<file path="src/common/uart_efr_regs.svh">
`ifndef UART_FEAT_REGS_SVH
`define UART_FEAT_REGS_SVH

// ----------------------------------------------------------------
// register offsets on the plain register port
// ----------------------------------------------------------------
`define OFS_SCRATCH     4'h0
`define OFS_DIV_LOW     4'h1
`define OFS_DIV_HIGH    4'h2
`define OFS_PART_ID     4'h3
`define OFS_PART_REV    4'h4
`define OFS_TRIG_PROG   4'h5
`define OFS_DATA_COUNT  4'h6
`define OFS_FEATURE     4'h7
`define OFS_ENH_FEATURE 4'h8
`define OFS_LINE_CTRL   4'h9

// ----------------------------------------------------------------
// reset values and keys
// ----------------------------------------------------------------
`define RST_SCRATCH     8'hFF
`define RST_ZERO        8'h00
`define LINE_CTRL_KEY   8'hBF
`define MSEL_KEEP_MASK  8'h33

// ----------------------------------------------------------------
// field positions
// ----------------------------------------------------------------
`define FEAT_IRDA_INV   2
`define FEAT_TXRDY_ALT  3
`define FEAT_SWAP       6
`define FEAT_TRIG_DIR   7

// ----------------------------------------------------------------
// timing
// ----------------------------------------------------------------
`define BAUD_OVERSAMPLE 5'd16

`endif

</file>
<file path="src/common/uart_efr_pkg.sv">
package uart_feat_pkg;

   // one register port access
   typedef struct packed {
      logic [3:0] addr;
      logic [7:0] wdata;
      logic       wr;
      logic       rd;
   } reg_req_t;

   // level counter modes, in the order of the two low mode bits
   typedef enum logic [1:0] {CNT_RX, CNT_TX, CNT_RX_ALSO, CNT_ALT} level_mode_t;

   // software flow control selection handed to the flow logic
   typedef struct packed {
      logic [1:0] tx_sel;
      logic [1:0] rx_sel;
      logic       tx_dual;
      logic       rx_dual;
   } swfc_sel_t;

endpackage

</file>
<file path="src/hdl/baud_gen.sv">
`timescale 1ns/1ns
`include "uart_efr_regs.svh"
module baud_gen #(
   parameter int DIV_W = 16
) (
   input  wire logic             clk,
   input  wire logic             arst_n,
   input  wire logic [DIV_W-1:0] divisor,
   output logic                  tick_x16,
   output logic                  baud_tick
);
   logic [DIV_W-1:0] cnt_q, cnt_d;
   logic [3:0]       os_q, os_d;
   logic             x16_d, baud_d;

   // divide by the divisor into the 16x tick, then by 16 into the bit tick
   always_comb begin
      cnt_d  = cnt_q + 1'b1;
      os_d   = os_q;
      x16_d  = 1'b0;
      baud_d = 1'b0;
      if (divisor == '0) begin
         cnt_d = '0; // a zero divisor parks the generator
      end else if (cnt_q >= divisor - 1'b1) begin
         cnt_d  = '0;
         x16_d  = 1'b1;
         os_d   = os_q + 1'b1;
         baud_d = (os_q == 4'(`BAUD_OVERSAMPLE - 5'd1));
      end
   end

   always_ff @(posedge clk or negedge arst_n) begin
      if (!arst_n) begin
         cnt_q     <= '0;
         os_q      <= 4'h0;
         tick_x16  <= 1'b0;
         baud_tick <= 1'b0;
      end else begin
         cnt_q     <= cnt_d;
         os_q      <= os_d;
         tick_x16  <= x16_d;
         baud_tick <= baud_d;
      end
   end
endmodule

</file>
<file path="src/hdl/rts_hyst_lut.sv">
`timescale 1ns/1ns
module rts_hyst_lut (
   input  wire logic       clk,
   input  wire logic       arst_n,
   input  wire logic [3:0] idx,
   output logic      [5:0] hyst
);
   logic [5:0] hyst_d;

   // character counts indexed by {mode bits 5:4, feature bits 1:0}
   function automatic logic [5:0] hyst_of(input logic [3:0] i);
      logic [5:0] t [16];
      t = '{6'h00, 6'h04, 6'h06, 6'h08, 6'h08, 6'h10, 6'h18, 6'h20,
            6'h28, 6'h2C, 6'h30, 6'h34, 6'h0C, 6'h14, 6'h1C, 6'h24};
      return t[i];
   endfunction

   always_comb begin
      hyst_d = hyst_of(idx);
   end

   always_ff @(posedge clk or negedge arst_n) begin
      if (!arst_n) begin
         hyst <= 6'h00;
      end else begin
         hyst <= hyst_d;
      end
   end
endmodule

</file>
<file path="src/hdl/uart_enhanced_feature_regs.sv">
`timescale 1ns/1ns
`include "uart_efr_regs.svh"
module uart_enhanced_feature_regs #(
   parameter logic [7:0] PART_ID  = 8'h5A, // arbitrary value
   parameter logic [7:0] PART_REV = 8'h03  // arbitrary value
) (
   input  wire logic                    CORE_CLK,
   input  wire logic                    ARST_N,
   input  wire uart_feat_pkg::reg_req_t REG_REQ,
   output logic                  [7:0]  RDATA,
   input  wire logic             [7:0]  RX_FIFO_COUNT,
   input  wire logic             [7:0]  TX_FIFO_COUNT,
   input  wire logic                    IRDA_RX_IN,
   output logic                         IRDA_RX_DATA,
   output logic                         BAUD_X16_TICK,
   output logic                         BAUD_TICK,
   output logic                  [5:0]  RTS_HYST,
   output logic                  [1:0]  TRIG_TABLE,
   output logic                  [7:0]  RX_TRIG_LEVEL,
   output logic                  [7:0]  TX_TRIG_LEVEL,
   output logic                         TXRDY_ALT_MODE,
   output uart_feat_pkg::swfc_sel_t     SWFC,
   output logic                         AUTO_CTS_EN,
   output logic                         AUTO_RTS_EN,
   output logic                         SPECIAL_CHAR_EN,
   output logic                         ENH_WRITE_EN,
   output logic                  [7:0]  LINE_CONTROL
);
   import uart_feat_pkg::*;

   // ----------------------------------------------------------------
   // state
   // ----------------------------------------------------------------
   logic [7:0]  scratch_q, scratch_d;
   logic [7:0]  msel_q, msel_d;
   logic [7:0]  div_low_q, div_low_d;
   logic [7:0]  div_high_q, div_high_d;
   logic [7:0]  rx_trig_q, rx_trig_d;
   logic [7:0]  tx_trig_q, tx_trig_d;
   logic [7:0]  feat_q, feat_d;
   logic [7:0]  enh_q, enh_d;
   logic [7:0]  line_q, line_d;
   logic        alt_q, alt_d;
   logic [7:0]  rdata_q, rdata_d;
   logic        irda_q, irda_d;
   swfc_sel_t   swfc_q, swfc_d;

   logic        swap_on;
   logic        level_rd;
   level_mode_t mode;

   assign swap_on  = feat_q[`FEAT_SWAP];
   assign mode     = level_mode_t'(msel_q[1:0]);
   assign level_rd = REG_REQ.rd && (REG_REQ.addr == `OFS_SCRATCH) && swap_on;

   // ----------------------------------------------------------------
   // helpers
   // ----------------------------------------------------------------

   // which fifo count the level view shows for a mode and phase
   function automatic logic [7:0] level_pick(input level_mode_t m, input logic phase,
                                             input logic [7:0] rx, input logic [7:0] tx);
      logic [7:0] v;
      v = rx;
      case (m)
         CNT_TX:  v = tx;
         CNT_ALT: v = phase ? tx : rx;
         default: v = rx;
      endcase
      return v;
   endfunction

   // flow select fields; dual means both characters of the pair
   function automatic swfc_sel_t swfc_of(input logic [7:0] e);
      swfc_sel_t s;
      s.tx_sel  = e[3:2];
      s.rx_sel  = e[1:0];
      s.tx_dual = (e[3:2] == 2'b11);
      s.rx_dual = (e[1:0] == 2'b11);
      return s;
   endfunction

   // ----------------------------------------------------------------
   // register writes and read mux
   // ----------------------------------------------------------------

   // write decode; a read in the same cycle is decoded after it, so an alternating
   // read's toggle of the alternation flag overrides a swapped write's clear
   always_comb begin
      scratch_d  = scratch_q;
      msel_d     = msel_q;
      div_low_d  = div_low_q;
      div_high_d = div_high_q;
      rx_trig_d  = rx_trig_q;
      tx_trig_d  = tx_trig_q;
      feat_d     = feat_q;
      enh_d      = enh_q;
      line_d     = line_q;
      alt_d      = alt_q;
      rdata_d    = `RST_ZERO;
      if (REG_REQ.wr) begin
         case (REG_REQ.addr)
            `OFS_SCRATCH: begin
               if (swap_on) begin
                  msel_d = REG_REQ.wdata & `MSEL_KEEP_MASK;
                  alt_d  = 1'b0;
               end else begin
                  scratch_d = REG_REQ.wdata;
               end
            end
            `OFS_DIV_LOW:     div_low_d  = REG_REQ.wdata;
            `OFS_DIV_HIGH:    div_high_d = REG_REQ.wdata;
            `OFS_TRIG_PROG: begin
               if (feat_q[`FEAT_TRIG_DIR]) begin
                  tx_trig_d = REG_REQ.wdata;
               end else begin
                  rx_trig_d = REG_REQ.wdata;
               end
            end
            `OFS_FEATURE:     feat_d = REG_REQ.wdata;
            `OFS_ENH_FEATURE: enh_d  = REG_REQ.wdata;
            `OFS_LINE_CTRL:   line_d = REG_REQ.wdata;
            default: ; // read-only and unmapped writes are dropped
         endcase
      end
      if (REG_REQ.rd) begin
         case (REG_REQ.addr)
            `OFS_SCRATCH: begin
               if (swap_on) begin
                  rdata_d = level_pick(mode, alt_q, RX_FIFO_COUNT, TX_FIFO_COUNT);
                  if (mode == CNT_ALT) begin
                     alt_d = ~alt_q;
                  end
               end else begin
                  rdata_d = scratch_q;
               end
            end
            `OFS_DIV_LOW:     rdata_d = div_low_q;
            `OFS_DIV_HIGH:    rdata_d = div_high_q;
            `OFS_PART_ID:     rdata_d = PART_ID;
            `OFS_PART_REV:    rdata_d = PART_REV;
            `OFS_DATA_COUNT: begin
               if (line_q == `LINE_CTRL_KEY) begin
                  rdata_d = feat_q[`FEAT_TRIG_DIR] ? TX_FIFO_COUNT : RX_FIFO_COUNT;
               end
            end
            `OFS_FEATURE:     rdata_d = feat_q;
            `OFS_ENH_FEATURE: rdata_d = enh_q;
            `OFS_LINE_CTRL:   rdata_d = line_q;
            default:          rdata_d = `RST_ZERO; // write-only and unmapped read zero
         endcase
      end
   end

   // register update; divisor bytes have no documented reset, zero is safe
   always_ff @(posedge CORE_CLK or negedge ARST_N) begin
      if (!ARST_N) begin
         scratch_q  <= `RST_SCRATCH;
         msel_q     <= `RST_ZERO;
         div_low_q  <= `RST_ZERO;
         div_high_q <= `RST_ZERO;
         rx_trig_q  <= `RST_ZERO;
         tx_trig_q  <= `RST_ZERO;
         feat_q     <= `RST_ZERO;
         enh_q      <= `RST_ZERO;
         line_q     <= `RST_ZERO;
         alt_q      <= 1'b0;
         rdata_q    <= `RST_ZERO;
      end else begin
         scratch_q  <= scratch_d;
         msel_q     <= msel_d;
         div_low_q  <= div_low_d;
         div_high_q <= div_high_d;
         rx_trig_q  <= rx_trig_d;
         tx_trig_q  <= tx_trig_d;
         feat_q     <= feat_d;
         enh_q      <= enh_d;
         line_q     <= line_d;
         alt_q      <= alt_d;
         rdata_q    <= rdata_d;
      end
   end

   // ----------------------------------------------------------------
   // infrared polarity and flow select outputs
   // ----------------------------------------------------------------

   // normalise the receive input to idle-low data for the decoder
   always_comb begin
      irda_d = IRDA_RX_IN ^ feat_q[`FEAT_IRDA_INV];
      swfc_d = swfc_of(enh_d);
   end

   // flow select is taken from the next value so it lands with enh_q
   always_ff @(posedge CORE_CLK or negedge ARST_N) begin
      if (!ARST_N) begin
         irda_q <= 1'b0;
         swfc_q <= '0;
      end else begin
         irda_q <= irda_d;
         swfc_q <= swfc_d;
      end
   end

   // ----------------------------------------------------------------
   // submodules
   // ----------------------------------------------------------------

   // hysteresis lags the control writes by one cycle, harmless for a
   // threshold that the flow logic only samples between characters
   rts_hyst_lut u_hyst (
      .clk    (CORE_CLK),
      .arst_n (ARST_N),
      .idx    ({msel_q[5:4], feat_q[1:0]}),
      .hyst   (RTS_HYST)
   );

   baud_gen #(
      .DIV_W (16)
   ) u_baud (
      .clk       (CORE_CLK),
      .arst_n    (ARST_N),
      .divisor   ({div_high_q, div_low_q}),
      .tick_x16  (BAUD_X16_TICK),
      .baud_tick (BAUD_TICK)
   );

   // ----------------------------------------------------------------
   // outputs
   // ----------------------------------------------------------------
   assign RDATA           = rdata_q;
   assign IRDA_RX_DATA    = irda_q;
   assign TRIG_TABLE      = feat_q[5:4];
   assign RX_TRIG_LEVEL   = rx_trig_q;
   assign TX_TRIG_LEVEL   = tx_trig_q;
   assign TXRDY_ALT_MODE  = feat_q[`FEAT_TXRDY_ALT];
   assign SWFC            = swfc_q;
   assign AUTO_CTS_EN     = enh_q[7];
   assign AUTO_RTS_EN     = enh_q[6];
   assign SPECIAL_CHAR_EN = enh_q[5];
   assign ENH_WRITE_EN    = enh_q[4];
   assign LINE_CONTROL    = line_q;
endmodule

</file>
<file path="config.mk">
export PLATFORM = sky130hd
export DESIGN_NAME = uart_enhanced_feature_regs
export DESIGN_NICKNAME = d
export VERILOG_FILES = /design/src/common/uart_efr_pkg.sv /design/src/hdl/baud_gen.sv /design/src/hdl/rts_hyst_lut.sv /design/src/hdl/uart_enhanced_feature_regs.sv
export VERILOG_INCLUDE_DIRS = /design/src /design/src/common
export SDC_FILE = /design/constraint.sdc
export NUM_CORES = 1
export LEC_CHECK = 0
export ABC_CLOCK_PERIOD_IN_PS = 4100
export BUFFER_PORTS_ARGS = -buffer_cell sky130_fd_sc_hd__buf_2
export CORE_MARGIN = 2
export CORE_UTILIZATION = 57
export DETAILED_ROUTE_END_ITERATION = 8
export PLACE_DENSITY = 0.78
export SLEW_MARGIN = 20
export SYNTH_ARGS = -nofsm -noshare
export SYNTH_HDL_FRONTEND = slang
export SYNTH_SLANG_ARGS = --single-unit
export TNS_END_PERCENT = 1
</file>
<file path="constraint.sdc">
create_clock -name CORE_CLK -period 4.1 [get_ports CORE_CLK]
set_input_delay 0.205 -clock CORE_CLK [delete_from_list [all_inputs] [get_ports CORE_CLK]]
set_output_delay 0.205 -clock CORE_CLK [all_outputs]
set_load 0.02 [all_outputs]
</file>
Yosys cells after proc, flatten, opt, wreduce, memory -nomap -nowiden

Memory sizes are Yosys's and may differ from the RTL's. A register that Yosys moved wholly into a read port is not among the register bits.
Cells that the tools add are included.

Register bits after elaboration: 106
Bits in read-only memories: 96
Bits of input ports: 33
Output and inout bits: 54
Word-level logic and storage cells: 82
Memories kept: 1

Add/sub/neg operators: 3
Order comparisons: 1
Eq/ne operators: 15
Mux-type cells: 22
Bitwise gates (word level): 6
Reductions and logical operators: 13

Memories:

| name            | depth | width | read ports | clocked after memory_dff | wr ports | line               | source |
|---|---|---|---|---|---|---|---|
| (no name shown) | 16    | 6     | 1          | 1                        | 0        | rts_hyst_lut.sv:15 | `return t[i];` |

Operators with widths:

| cell                                                                   | number |
|---|---|
| 8-bit case mux with 9 select lines                                     | 1 |
| 8-bit 2-to-1 mux                                                       | 5 |
| 16-bit 2-to-1 mux                                                      | 2 |
| 16-bit by 1-bit adder with 16-bit output (second input constant)       | 1 |
| 4-bit by 3-bit equality test with 1-bit output (second input constant) | 4 |
| 16-bit >= comparator                                                   | 1 |
| 16-bit logical NOT                                                     | 1 |
| 8-bit case mux with 2 select lines                                     | 1 |
| 16-bit by 1-bit subtractor with 16-bit output (second input constant)  | 1 |
| 4-bit equality test (second input constant)                            | 3 |
| 2-bit AND reduction                                                    | 6 |
| 3-bit AND reduction                                                    | 4 |
| 1-bit 2-to-1 mux                                                       | 11 |
| 4-bit by 2-bit equality test with 1-bit output (second input constant) | 2 |
| 8-bit equality test (second input constant)                            | 1 |
| 4-bit 2-to-1 mux                                                       | 2 |
| 2-bit equality test (second input constant)                            | 3 |
| 4-bit NOT with 5-bit output                                            | 1 |
| 4-bit by 1-bit adder with 4-bit output (second input constant)         | 1 |
| 4-bit by 1-bit equality test with 1-bit output (second input constant) | 1 |
| 4-bit logical NOT                                                      | 1 |
| 1-bit NOT                                                              | 4 |
| 2-bit by 1-bit equality test with 1-bit output (second input constant) | 1 |
| 1-bit logical NOT                                                      | 1 |
| 1-bit XOR                                                              | 1 |

Depth between registers and ports, before layout

Gate-level depths: netlist of run 1.

Word-level depth: 7
Depth in mapped cells: 12
Mapped depth without buffers: 12

Modules after synthesis

A second synthesis of run 1 with hierarchy kept.

Cell total of the unflattened synthesis: 524
Area, all modules: 5861.9 um^2

Modules (own cells, without submodules):

| module                     | instances | cells each | area each (um^2) | sequential area each (um^2) |
|---|---|---|---|---|
| uart_enhanced_feature_regs | 1         | 314        | 3880.0           | 2011.9 |
| baud_gen                   | 1         | 189        | 1727.9           | 550.5 |
| rts_hyst_lut               | 1         | 21         | 254.0            | 125.1 |

Worst setup path after synthesis of run 1

OpenSTA, ideal clock, no wires.

Path type: register -> register
Start: reg div_high_q[3]
End: reg u_baud.os_q[1]
Library setup time: 0.125 ns
Arrival time: 3.176 ns
Data required time: 3.975 ns
Path slack: 0.799 ns
Stages on the path, launching flop included: 11
Buffers on the path: 0
Period minus slack after synthesis: 3.301 ns
Cell sequence: dfrtp_1 -> or4_1 -> nor3_1 -> nor2b_1 -> xnor2_1 -> ha_1 -> nand4_1 -> or2_0 -> or4_4 -> a31oi_4 -> mux2_2

Word-level cells in the longest chain between the ends: 3
Elaborated cells on any way between the ends: 5
Those cells by class: 1 x add/sub; 1 x order compare; 1 x bitwise; 2 x reduce/logical

RTL lines:

| what                                                                                       | line                              | source |
|---|---|---|
| start, declared                                                                            | uart_enhanced_feature_regs.sv:37  | `logic [7:0] div_high_q, div_high_d;` |
| start signal, assigned                                                                     | uart_enhanced_feature_regs.sv:161 | `` div_high_q <= `RST_ZERO; `` |
| start signal, assigned                                                                     | uart_enhanced_feature_regs.sv:173 | `div_high_q <= div_high_d;` |
| 16-bit by 1-bit subtractor with 16-bit output / 16-bit logical NOT (equally long branches) | baud_gen.sv:24, baud_gen.sv:22    |  |
| 16-bit >= comparator / 1-bit NOT (equally long branches)                                   | -                                 |  |
| 2-bit AND reduction (no line) (*)                                                          | -                                 |  |
| end signal, assigned                                                                       | baud_gen.sv:40                    | `os_q <= os_d;` |
| end, declared                                                                              | baud_gen.sv:13                    | `logic [3:0] os_q, os_d;` |

Every way passes the cells marked *; elsewhere a longest branch is shown, timed or not.
A chain may end at the register's enable or synchronous reset.

Final worst setup path of run 1

Start: reg div_high_q[3]
End: reg u_baud.cnt_q[3]

Word-level cells in the longest chain between the ends: 4
Elaborated cells on any way between the ends: 5
Those cells by class: 1 x add/sub; 1 x order compare; 2 x mux; 1 x reduce/logical

RTL lines:

| what                                          | line           | source |
|---|---|---|
| 16-bit by 1-bit subtractor with 16-bit output | baud_gen.sv:24 | `end else if (cnt_q >= divisor - 1'b1) begin` |
| 16-bit >= comparator                          | baud_gen.sv:24 |  |
| 16-bit 2-to-1 mux                             | baud_gen.sv:24 |  |
| 16-bit 2-to-1 mux (*)                         | baud_gen.sv:22 | `if (divisor == '0) begin` |
| via u_baud.cnt_d[3]                           | baud_gen.sv:12 | `logic [DIV_W-1:0] cnt_q, cnt_d;` |
| end signal, assigned                          | baud_gen.sv:39 | `cnt_q <= cnt_d;` |
| end, declared                                 | baud_gen.sv:12 |  |

Mark *: on every way through the listed nets, which the timed path passes. The rest lies on a longest branch.

==> results of run 1 <==
## worst max-delay path by stage
stage	cells after the start	from	slack, ns	end
3_5_place_dp	10	div_high_q[3]$_DFFE_PN0P_	0.51	u_baud.cnt_q[15]$_DFF_PN0_
3_3_place_gp	10	div_high_q[3]$_DFFE_PN0P_	0.70	u_baud.cnt_q[3]$_DFF_PN0_
6_report	10	div_high_q[3]$_DFFE_PN0P_	0.53	u_baud.cnt_q[3]$_DFF_PN0_
2_1_floorplan	10	div_high_q[3]$_DFFE_PN0P_	0.80	u_baud.os_q[1]$_DFFE_PN0P_
4_1_cts	10	div_high_q[3]$_DFFE_PN0P_	0.53	u_baud.cnt_q[3]$_DFF_PN0_
5_1_grt	10	div_low_q[3]$_DFFE_PN0P_	0.23	u_baud.cnt_q[1]$_DFF_PN0_
## routing by layer
layer	vias up	wire (um)
li1	1936	-
met1	2092	5968
met2	189	5954
met3	29	959
met4	0	350
met5	-	0
## state kept, by name (all words and copies together), names as in the netlist
signal and cells:
u_baud.cnt_q 16, LINE_CONTROL 8, RDATA 8, RX_TRIG_LEVEL 8
TX_TRIG_LEVEL 8, div_high_q 8, div_low_q 8, feat_q 8
scratch_q 8, enh_q 6, u_hyst.hyst 5, SWFC 4
msel_q 4, u_baud.os_q 4, IRDA_RX_DATA 1, alt_q 1
u_baud.baud_tick 1, u_baud.tick_x16 1
## cell usage in the layout, fill, tap and decap left out, types with 8 or more instances in the layout
| cell type | count |
|---|---|
| buf_2 | 84 |
| dfrtp_1 | 99 |
| mux2_2 | 75 |
| clkbuf_8 | 9 |
| o21ai_0 | 15 |
| dfstp_2 | 8 |
| xnor2_1 | 18 |
| ha_1 | 21 |
| xor2_1 | 14 |
| mux2i_1 | 12 |
| nand3_1 | 16 |
| nor3_1 | 8 |
| a21oi_1 | 18 |
| inv_1 | 10 |
| nor2_1 | 42 |
| nand4_1 | 9 |
| nand2_1 | 28 |
## power groups by stage
| stage | logic (W) | registers, W | clock network [W] |
|---|---|---|---|
| finish | 0.000933 | 0.00153 | 0.000664 |
| global placement | 0.000892 | 0.00153 | 0 |
| floorplan | 0.000539 | 0.00160 | 0 |
| global route | 0.00103 | 0.00156 | 0.000721 |
| detailed placement | 0.000934 | 0.00154 | 0 |
| CTS | 0.000938 | 0.00152 | 0.000676 |
## metrics by stage
stage	worst slack, ns	total power (W)	utilization [%]	hold slack (ns)	std cells
floorplan	0.7988	0.002136	-	-0.09059	489
global placement	0.7036	0.002419	64.74	0.3932	684
detailed placement	0.5095	0.002474	64.74	0.3911	684
CTS	0.5325	0.003137	67.12	0.05246	702
global route	0.2262	0.003312	67.12	0.07005	702
finish	0.5281	0.003123	67.12	0.05659	702
## cells by family after synthesis
group | Yosys count | share of synthesized area, %
flip-flops | 107 | 48.58
AO/OA/AOI/OAI | 73 | 9.227
adder cells (fa/ha/maj) | 21 | 4.749
AND/OR/NAND/NOR | 137 | 12.48
XOR/XNOR | 32 | 5.066
multiplexers | 87 | 17.44
other | 1 | 0.06778
buffers and inverters | 31 | 2.397
## area by class of cell
cell class	instances	area share, %
clock inverter	7	1.259
clock buffer	9	1.978
tap	129	2.578
timing repair buffer	88	7.274
sequential	107	42.93
multi-input combinational	351	43.33
inverter	11	0.6595
## worst reg2reg max path, cell delays in order (launching register included)
cell and delay, ns:
dfrtp_1 0.45, or4_1 0.59, nor3_1 0.18, nor2b_1 0.20
xnor2_1 0.08, ha_1 0.34, nand4_1 0.16, or2_0 0.27
or4_4 0.57, nand4b_1 0.49, nor2_1 0.13
## repair_timing
item	4_1_cts	5_1_grt
endpoints found under the hold margin	10	0
hold buffers	2	0
setup buffers	0	0
==> results.ini, run 1 <==
[power]
vdd_drop_max_v = 0.0003455
power.switching_w = 0.001171
combPwrFrac_pct = 29.9
power.internal_w = 0.001953
power_density_nw_per_um2 = 498.9
power_leakage_nw = 2.926
pwr-share-seq_pct = 48.9
swShare_pct = 37.48
clkPwrFrac_pct = 21.2

[layout]
layout-drive-gt1-share_pct = 33.68
syn2layout_area_growth_pct = 13.16
seq_area_sq_um = 2688
fillerInstances = 738
diodes = 0
nets = 622
multiInputGateArea_sq_um = 2713
stdcell_area_sq_um = 6261

[synth]
ys_top_cells_by_area = dfrtp_1 (45%), mux2_2 (15%), ha_1 (4.7%)
yosysMostFrequentCell = dfrtp_1
synth_edf_count = 0
ys.warnings.count = 0
yosys.area.top_type_share_pct = 44.78
yosys-top-cells-count = dfrtp_1 (99), mux2_2 (75), nor2_1 (42)
yosysTopAreaCell = dfrtp_1
ys_seq_area_share_pct = 48.58
syn-num-nets = 543
ys_seq_elements = 107
synth_top_flop_cell = dfrtp_1
synth_cells = 489
synth.avg_cell_area_sq_um = 11.31
synth.distinct_cells = 56
async_flop_share_pct = 100.0
netlist_area_sq_um = 5533

[route]
drt-vias-per-instance = 6.048
drtIter0Drc = 345
route.detailed.drc = 0
drt-pass1-iter-count = 5
vias = 4246
drt-total-wl_um = 13230
wl_per_cell_um = 18.85
antenna_left = 0

[clock_network]
root_buffer = clkbuf_8
clk_pin_slew_ns = 0.12
cts_buffers = 9
clock-sinks = 107
cts-resized-gates = 0
h-tree-depth = 3
tritoncts = yes
cts_buffer_depth = 2
clkLatencyLatePin_ns = 0.38

[setup_path]
crit_path_max_fanout = 16
cp.arrival_ns = 3.82
r2r_start = div_high_q[3]$_DFFE_PN0P_
crit_path_top_delay_cell = or4_1
worst-path-buf-inv = 0
r2r_slack_ns = 0.53
criticalPathCategory = flip-flop to flip-flop
cp_data_required_time_ns = 4.35
crit_path_end_kind = flip-flop
cp_top_family = simple AND/OR/NAND/NOR gates
slowest_delay_ns = 0.59
r2r_cells = 10
start_kind = flip-flop
r2r_end = u_baud.cnt_q[3]$_DFF_PN0_
crit_chain = or4_1 > nor3_1 > nor2b_1 > xnor2_1 > ha_1 > nand4_1 > or2_0 > or4_4 > nand4b_1 > nor2_1

[sta]
setup_tns_ns = 0
final.period_utilization_pct = 87.12
finalHoldViolCount = 0
rsz0062_at_grt = no
setup_viol = 0
tightest_slew_ns = 0.9456
finalMaxSlewViolations = 0
slew_headroom_pct = 36.96
fmax_ghz = 0.2800
final.setup_skew_ns = 0.01412
period_needed_ns = 3.572

[die]
dieArea_sq_um = 10510
ios = 87
coreArea_sq_um = 9328
fp.dieW_um = 102.5
rows = 35
die_h_um = 102.5
initial_utilization_pct = 59.32

[global_routing]
antenna_found_initial = 0
grt.overflow.total = 0
grt_use_met3_pct = 5.627
gr-usage-met1_pct = 38.47
grt_max_degree = 77
grt_pass1_wl_um = 21250
grt-busiest-layer = met2
grt.total_usage_pct = 26.75
grt_pass1_vias = 4098
grt_use_met2_pct = 39.87

[worst_hold_path]
hold_depth = 3
hp-start = TX_FIFO_COUNT[7]
hp-class = primary input to flip-flop
min_to = RDATA[7]$_DFF_PN0_

[place]
place_area_sq_um = 6038
portBuffers = 85
gp_congestion = 0.9473
place_hpwl_um = 9476

[status]
status = completed

[job]
max-cap-violations = 0

Note: power is estimated with default switching activity, not from simulation.
==> run 2, diff against run 1 <==
--- a/config.mk
+++ b/config.mk
@@ -13,2 +13,3 @@
 export DETAILED_ROUTE_END_ITERATION = 8
+export GPL_TIMING_DRIVEN = 0
 export PLACE_DENSITY = 0.78
==> constraint.sdc (replaced) <==
create_clock -name CORE_CLK -period 4.1 [get_ports CORE_CLK]
set_input_delay 0.41 -clock CORE_CLK [delete_from_list [all_inputs] [get_ports CORE_CLK]]
set_output_delay 0.41 -clock CORE_CLK [all_outputs]
set_load 0.02 [all_outputs]
==> run 2 against run 1 <==
Compared with the run above: register-to-register slack worse by 0.04 ns; fmax is 1.1% lower; first-iteration DRC count is 26% lower; largest power group unchanged; flip-flop and latch count stayed put.
==> results.ini, run 2 (synthesis results as in run 1) <==
[status]
status = completed

[die]
fp.dieW_um = 102.5  ; unchanged
initial_utilization_pct = 59.32  ; unchanged
coreArea_sq_um = 9328  ; unchanged
dieArea_sq_um = 10510  ; unchanged
die_h_um = 102.5  ; unchanged
rows = 35  ; unchanged
ios = 87  ; unchanged

[power]
totalPowerFinal_w = 0.003158  ; +1.1%
power_leakage_nw = 2.965  ; +1.3%
power.internal_w = 0.001971  ; +0.91%
power_density_nw_per_um2 = 496.8  ; -0.40%
combPwrFrac_pct = 31.0  ; +1.1 points
pwr-share-seq_pct = 47.9  ; -1.0 points
swShare_pct = 37.60  ; +0.12 points
vdd_drop_max_v = 0.0002882  ; -17%
clkPwrFrac_pct = 21.0  ; -0.2 points
power.switching_w = 0.001187  ; +1.4%

[setup_path]
crit_chain = nor3_1 > nand3_1 > nor4_1 > xnor2_1 > ha_1 > nand4_1 > or2_0 > or4_4 > a31oi_4 > mux2_2
cp_data_required_time_ns = 4.37  ; +0.02 ns
criticalPathCategory = flip-flop to flip-flop
cp_top_family = simple AND/OR/NAND/NOR gates
crit_path_end_kind = flip-flop
r2r_cells = 10  ; unchanged
r2r_end = u_baud.os_q[1]$_DFFE_PN0P_
crit_cells = 10  ; unchanged
crit_path_top_delay_cell = or4_4
worst-path-buf-inv = 0  ; unchanged
r2r_slack_ns = 0.49  ; -0.04 ns
crit_path_max_fanout = 6  ; -10
slowest_delay_ns = 0.57  ; -0.02 ns
start_kind = flip-flop
cp.arrival_ns = 3.88  ; +0.06 ns
r2r_start = div_low_q[3]$_DFFE_PN0P_

[global_routing]
antenna_found_initial = 0  ; unchanged
grt_max_degree = 70  ; -9.1%
grt_pass1_vias = 4257  ; +3.9%
grt_pass1_wl_um = 21450  ; +0.91%
grt.total_usage_pct = 26.90  ; +0.16 points
grt.overflow.total = 0  ; unchanged

[place]
portBuffers = 82  ; -3.5%
place_inst = 701  ; +2.5%
gp_congestion = 0.9685  ; +2.2%
place_hpwl_um = 9783  ; +3.2%
place_ws_ns = 0.5377  ; +0.02818 ns

[route]
drtIter0Drc = 255  ; -26%
antenna_left = 0  ; unchanged
drt-pass1-iter-count = 5  ; unchanged
drt-total-wl_um = 13470  ; +1.8%
drt-vias-per-instance = 5.951  ; -1.6%
wl_per_cell_um = 18.76  ; -0.49%
route.detailed.drc = 0  ; unchanged
vias = 4273  ; +0.64%

[layout]
largest_reg_flops = 16  ; unchanged
layout-drive-gt1-share_pct = 33.11  ; -0.58 points
layout_commonest_cell = dfrtp_1
layout_common_cells = dfrtp_1 (99), buf_2 (82), mux2_2 (75)
diodes = 0  ; unchanged
final_util_pct = 68.14  ; +1.0 points
regMostFlops = u_baud.cnt_q
nets = 638  ; +2.6%
syn2layout_area_growth_pct = 14.88
final_cells = 718  ; +2.3%

[clock_network]
clkLatencyLatePin_ns = 0.39  ; about the same
post_cts_buffers = 0  ; unchanged
root_buffer = clkbuf_8
clk_pin_slew_ns = 0.11  ; about the same
clock-sinks = 107  ; unchanged
cts_buffer_depth = 2  ; unchanged
cts_buffers = 9  ; unchanged
tritoncts = yes
h-tree-depth = 3  ; unchanged

[sta]
final.period_utilization_pct = 88.12  ; +1.0 points
finalHoldViolCount = 0  ; unchanged
slew_headroom_pct = 49.28  ; +12 points
tightest_slew_ns = 0.7545  ; -0.1911 ns
final.setup_skew_ns = 0.02345  ; +0.009331 ns
rsz0062_at_grt = no
setup_tns_ns = 0  ; unchanged
period_needed_ns = 3.613  ; +0.04101 ns
setup_viol = 0  ; unchanged
finalMaxSlewViolations = 0  ; unchanged
setup_slack_ns = 0.4871  ; -0.04101 ns
fmax_ghz = 0.2768  ; -1.1%

[worst_hold_path]
hold_depth = 2  ; -1
hp-class = primary input to flip-flop
min_to = IRDA_RX_DATA$_DFF_PN0_
hp-start = IRDA_RX_IN

[job]
max-cap-violations = 0  ; unchanged

[run 2: worst register-to-register path: cells and delay by family (launching register included)]
family	cells	cell delay, ns
DFF	1	0.48
and+or+nand+nor	6	1.96
muxes	1	0.36
xor gates and xnor gates	1	0.14
AOI/OAI and AO/OA	1	0.28
adders and majority gates	1	0.29
[run 2: worst max-delay path by stage]
stage	slack (ns)	end	startpoint
after floorplan	0.80	u_baud.os_q[1]$_DFFE_PN0P_	div_high_q[3]$_DFFE_PN0P_
after global placement	0.63	u_baud.os_q[1]$_DFFE_PN0P_	div_high_q[3]$_DFFE_PN0P_
after detailed placement	0.54	u_baud.os_q[1]$_DFFE_PN0P_	div_high_q[3]$_DFFE_PN0P_
after CTS	0.49	u_baud.os_q[1]$_DFFE_PN0P_	div_low_q[3]$_DFFE_PN0P_
after global routing	0.25	u_baud.cnt_q[9]$_DFF_PN0_	div_low_q[3]$_DFFE_PN0P_
final	0.49	u_baud.os_q[1]$_DFFE_PN0P_	div_low_q[3]$_DFFE_PN0P_
[run 2: layout make-up]
class / count / area, sq um
Sequential cell: 107 / 2688
Inverter: 11 / 41.29
Fill cell: 715 / 2972
Buffer: 20 / 91.34
Clock buffer: 9 / 123.9
Clock inverter: 7 / 83.83
Timing Repair Buffer: 84 / 454.2
Multi-Input combinational cell: 351 / 2713
Tap cell: 129 / 161.4
[run 2: per-stage QoR]
stage	cell area, sq um	hold slack, ns
after CTS	6356	0.1998
after global routing	6356	0.1961
final	6356	0.2102
after global placement	6105	0.4533
after floorplan	5533	0.1144
after detailed placement	6138	0.3411
[run 2: layer usage]
metal / wire (um) / track usage (%) / vias to the layer above / part of all wire, %
li1: - / - / 1965 / -
met5: 0 / 0 / - / 0
met1: 5910 / 37.22 / 2126 / 44
met2: 6438 / 42.89 / 158 / 48
met4: 222 / 7.077 / 0 / 1.6
met3: 896 / 6.644 / 24 / 6.7
[run 2: what timing repair did]
action / 4_1_cts / 5_1_grt
endpoints found under the hold margin: 38 / 0
resized for setup: 0 / 0
hold buffers: 1 / 0
[run 2: power by group through the flow]
stage               Clock [W]  Combinational, W  Sequential (W)
floorplan                   0          0.000539         0.00160
global placement            0          0.000913         0.00151
detailed placement          0          0.000968         0.00153
CTS                  0.000680          0.000982         0.00151
global route         0.000712           0.00108         0.00154
finish               0.000664          0.000980         0.00151
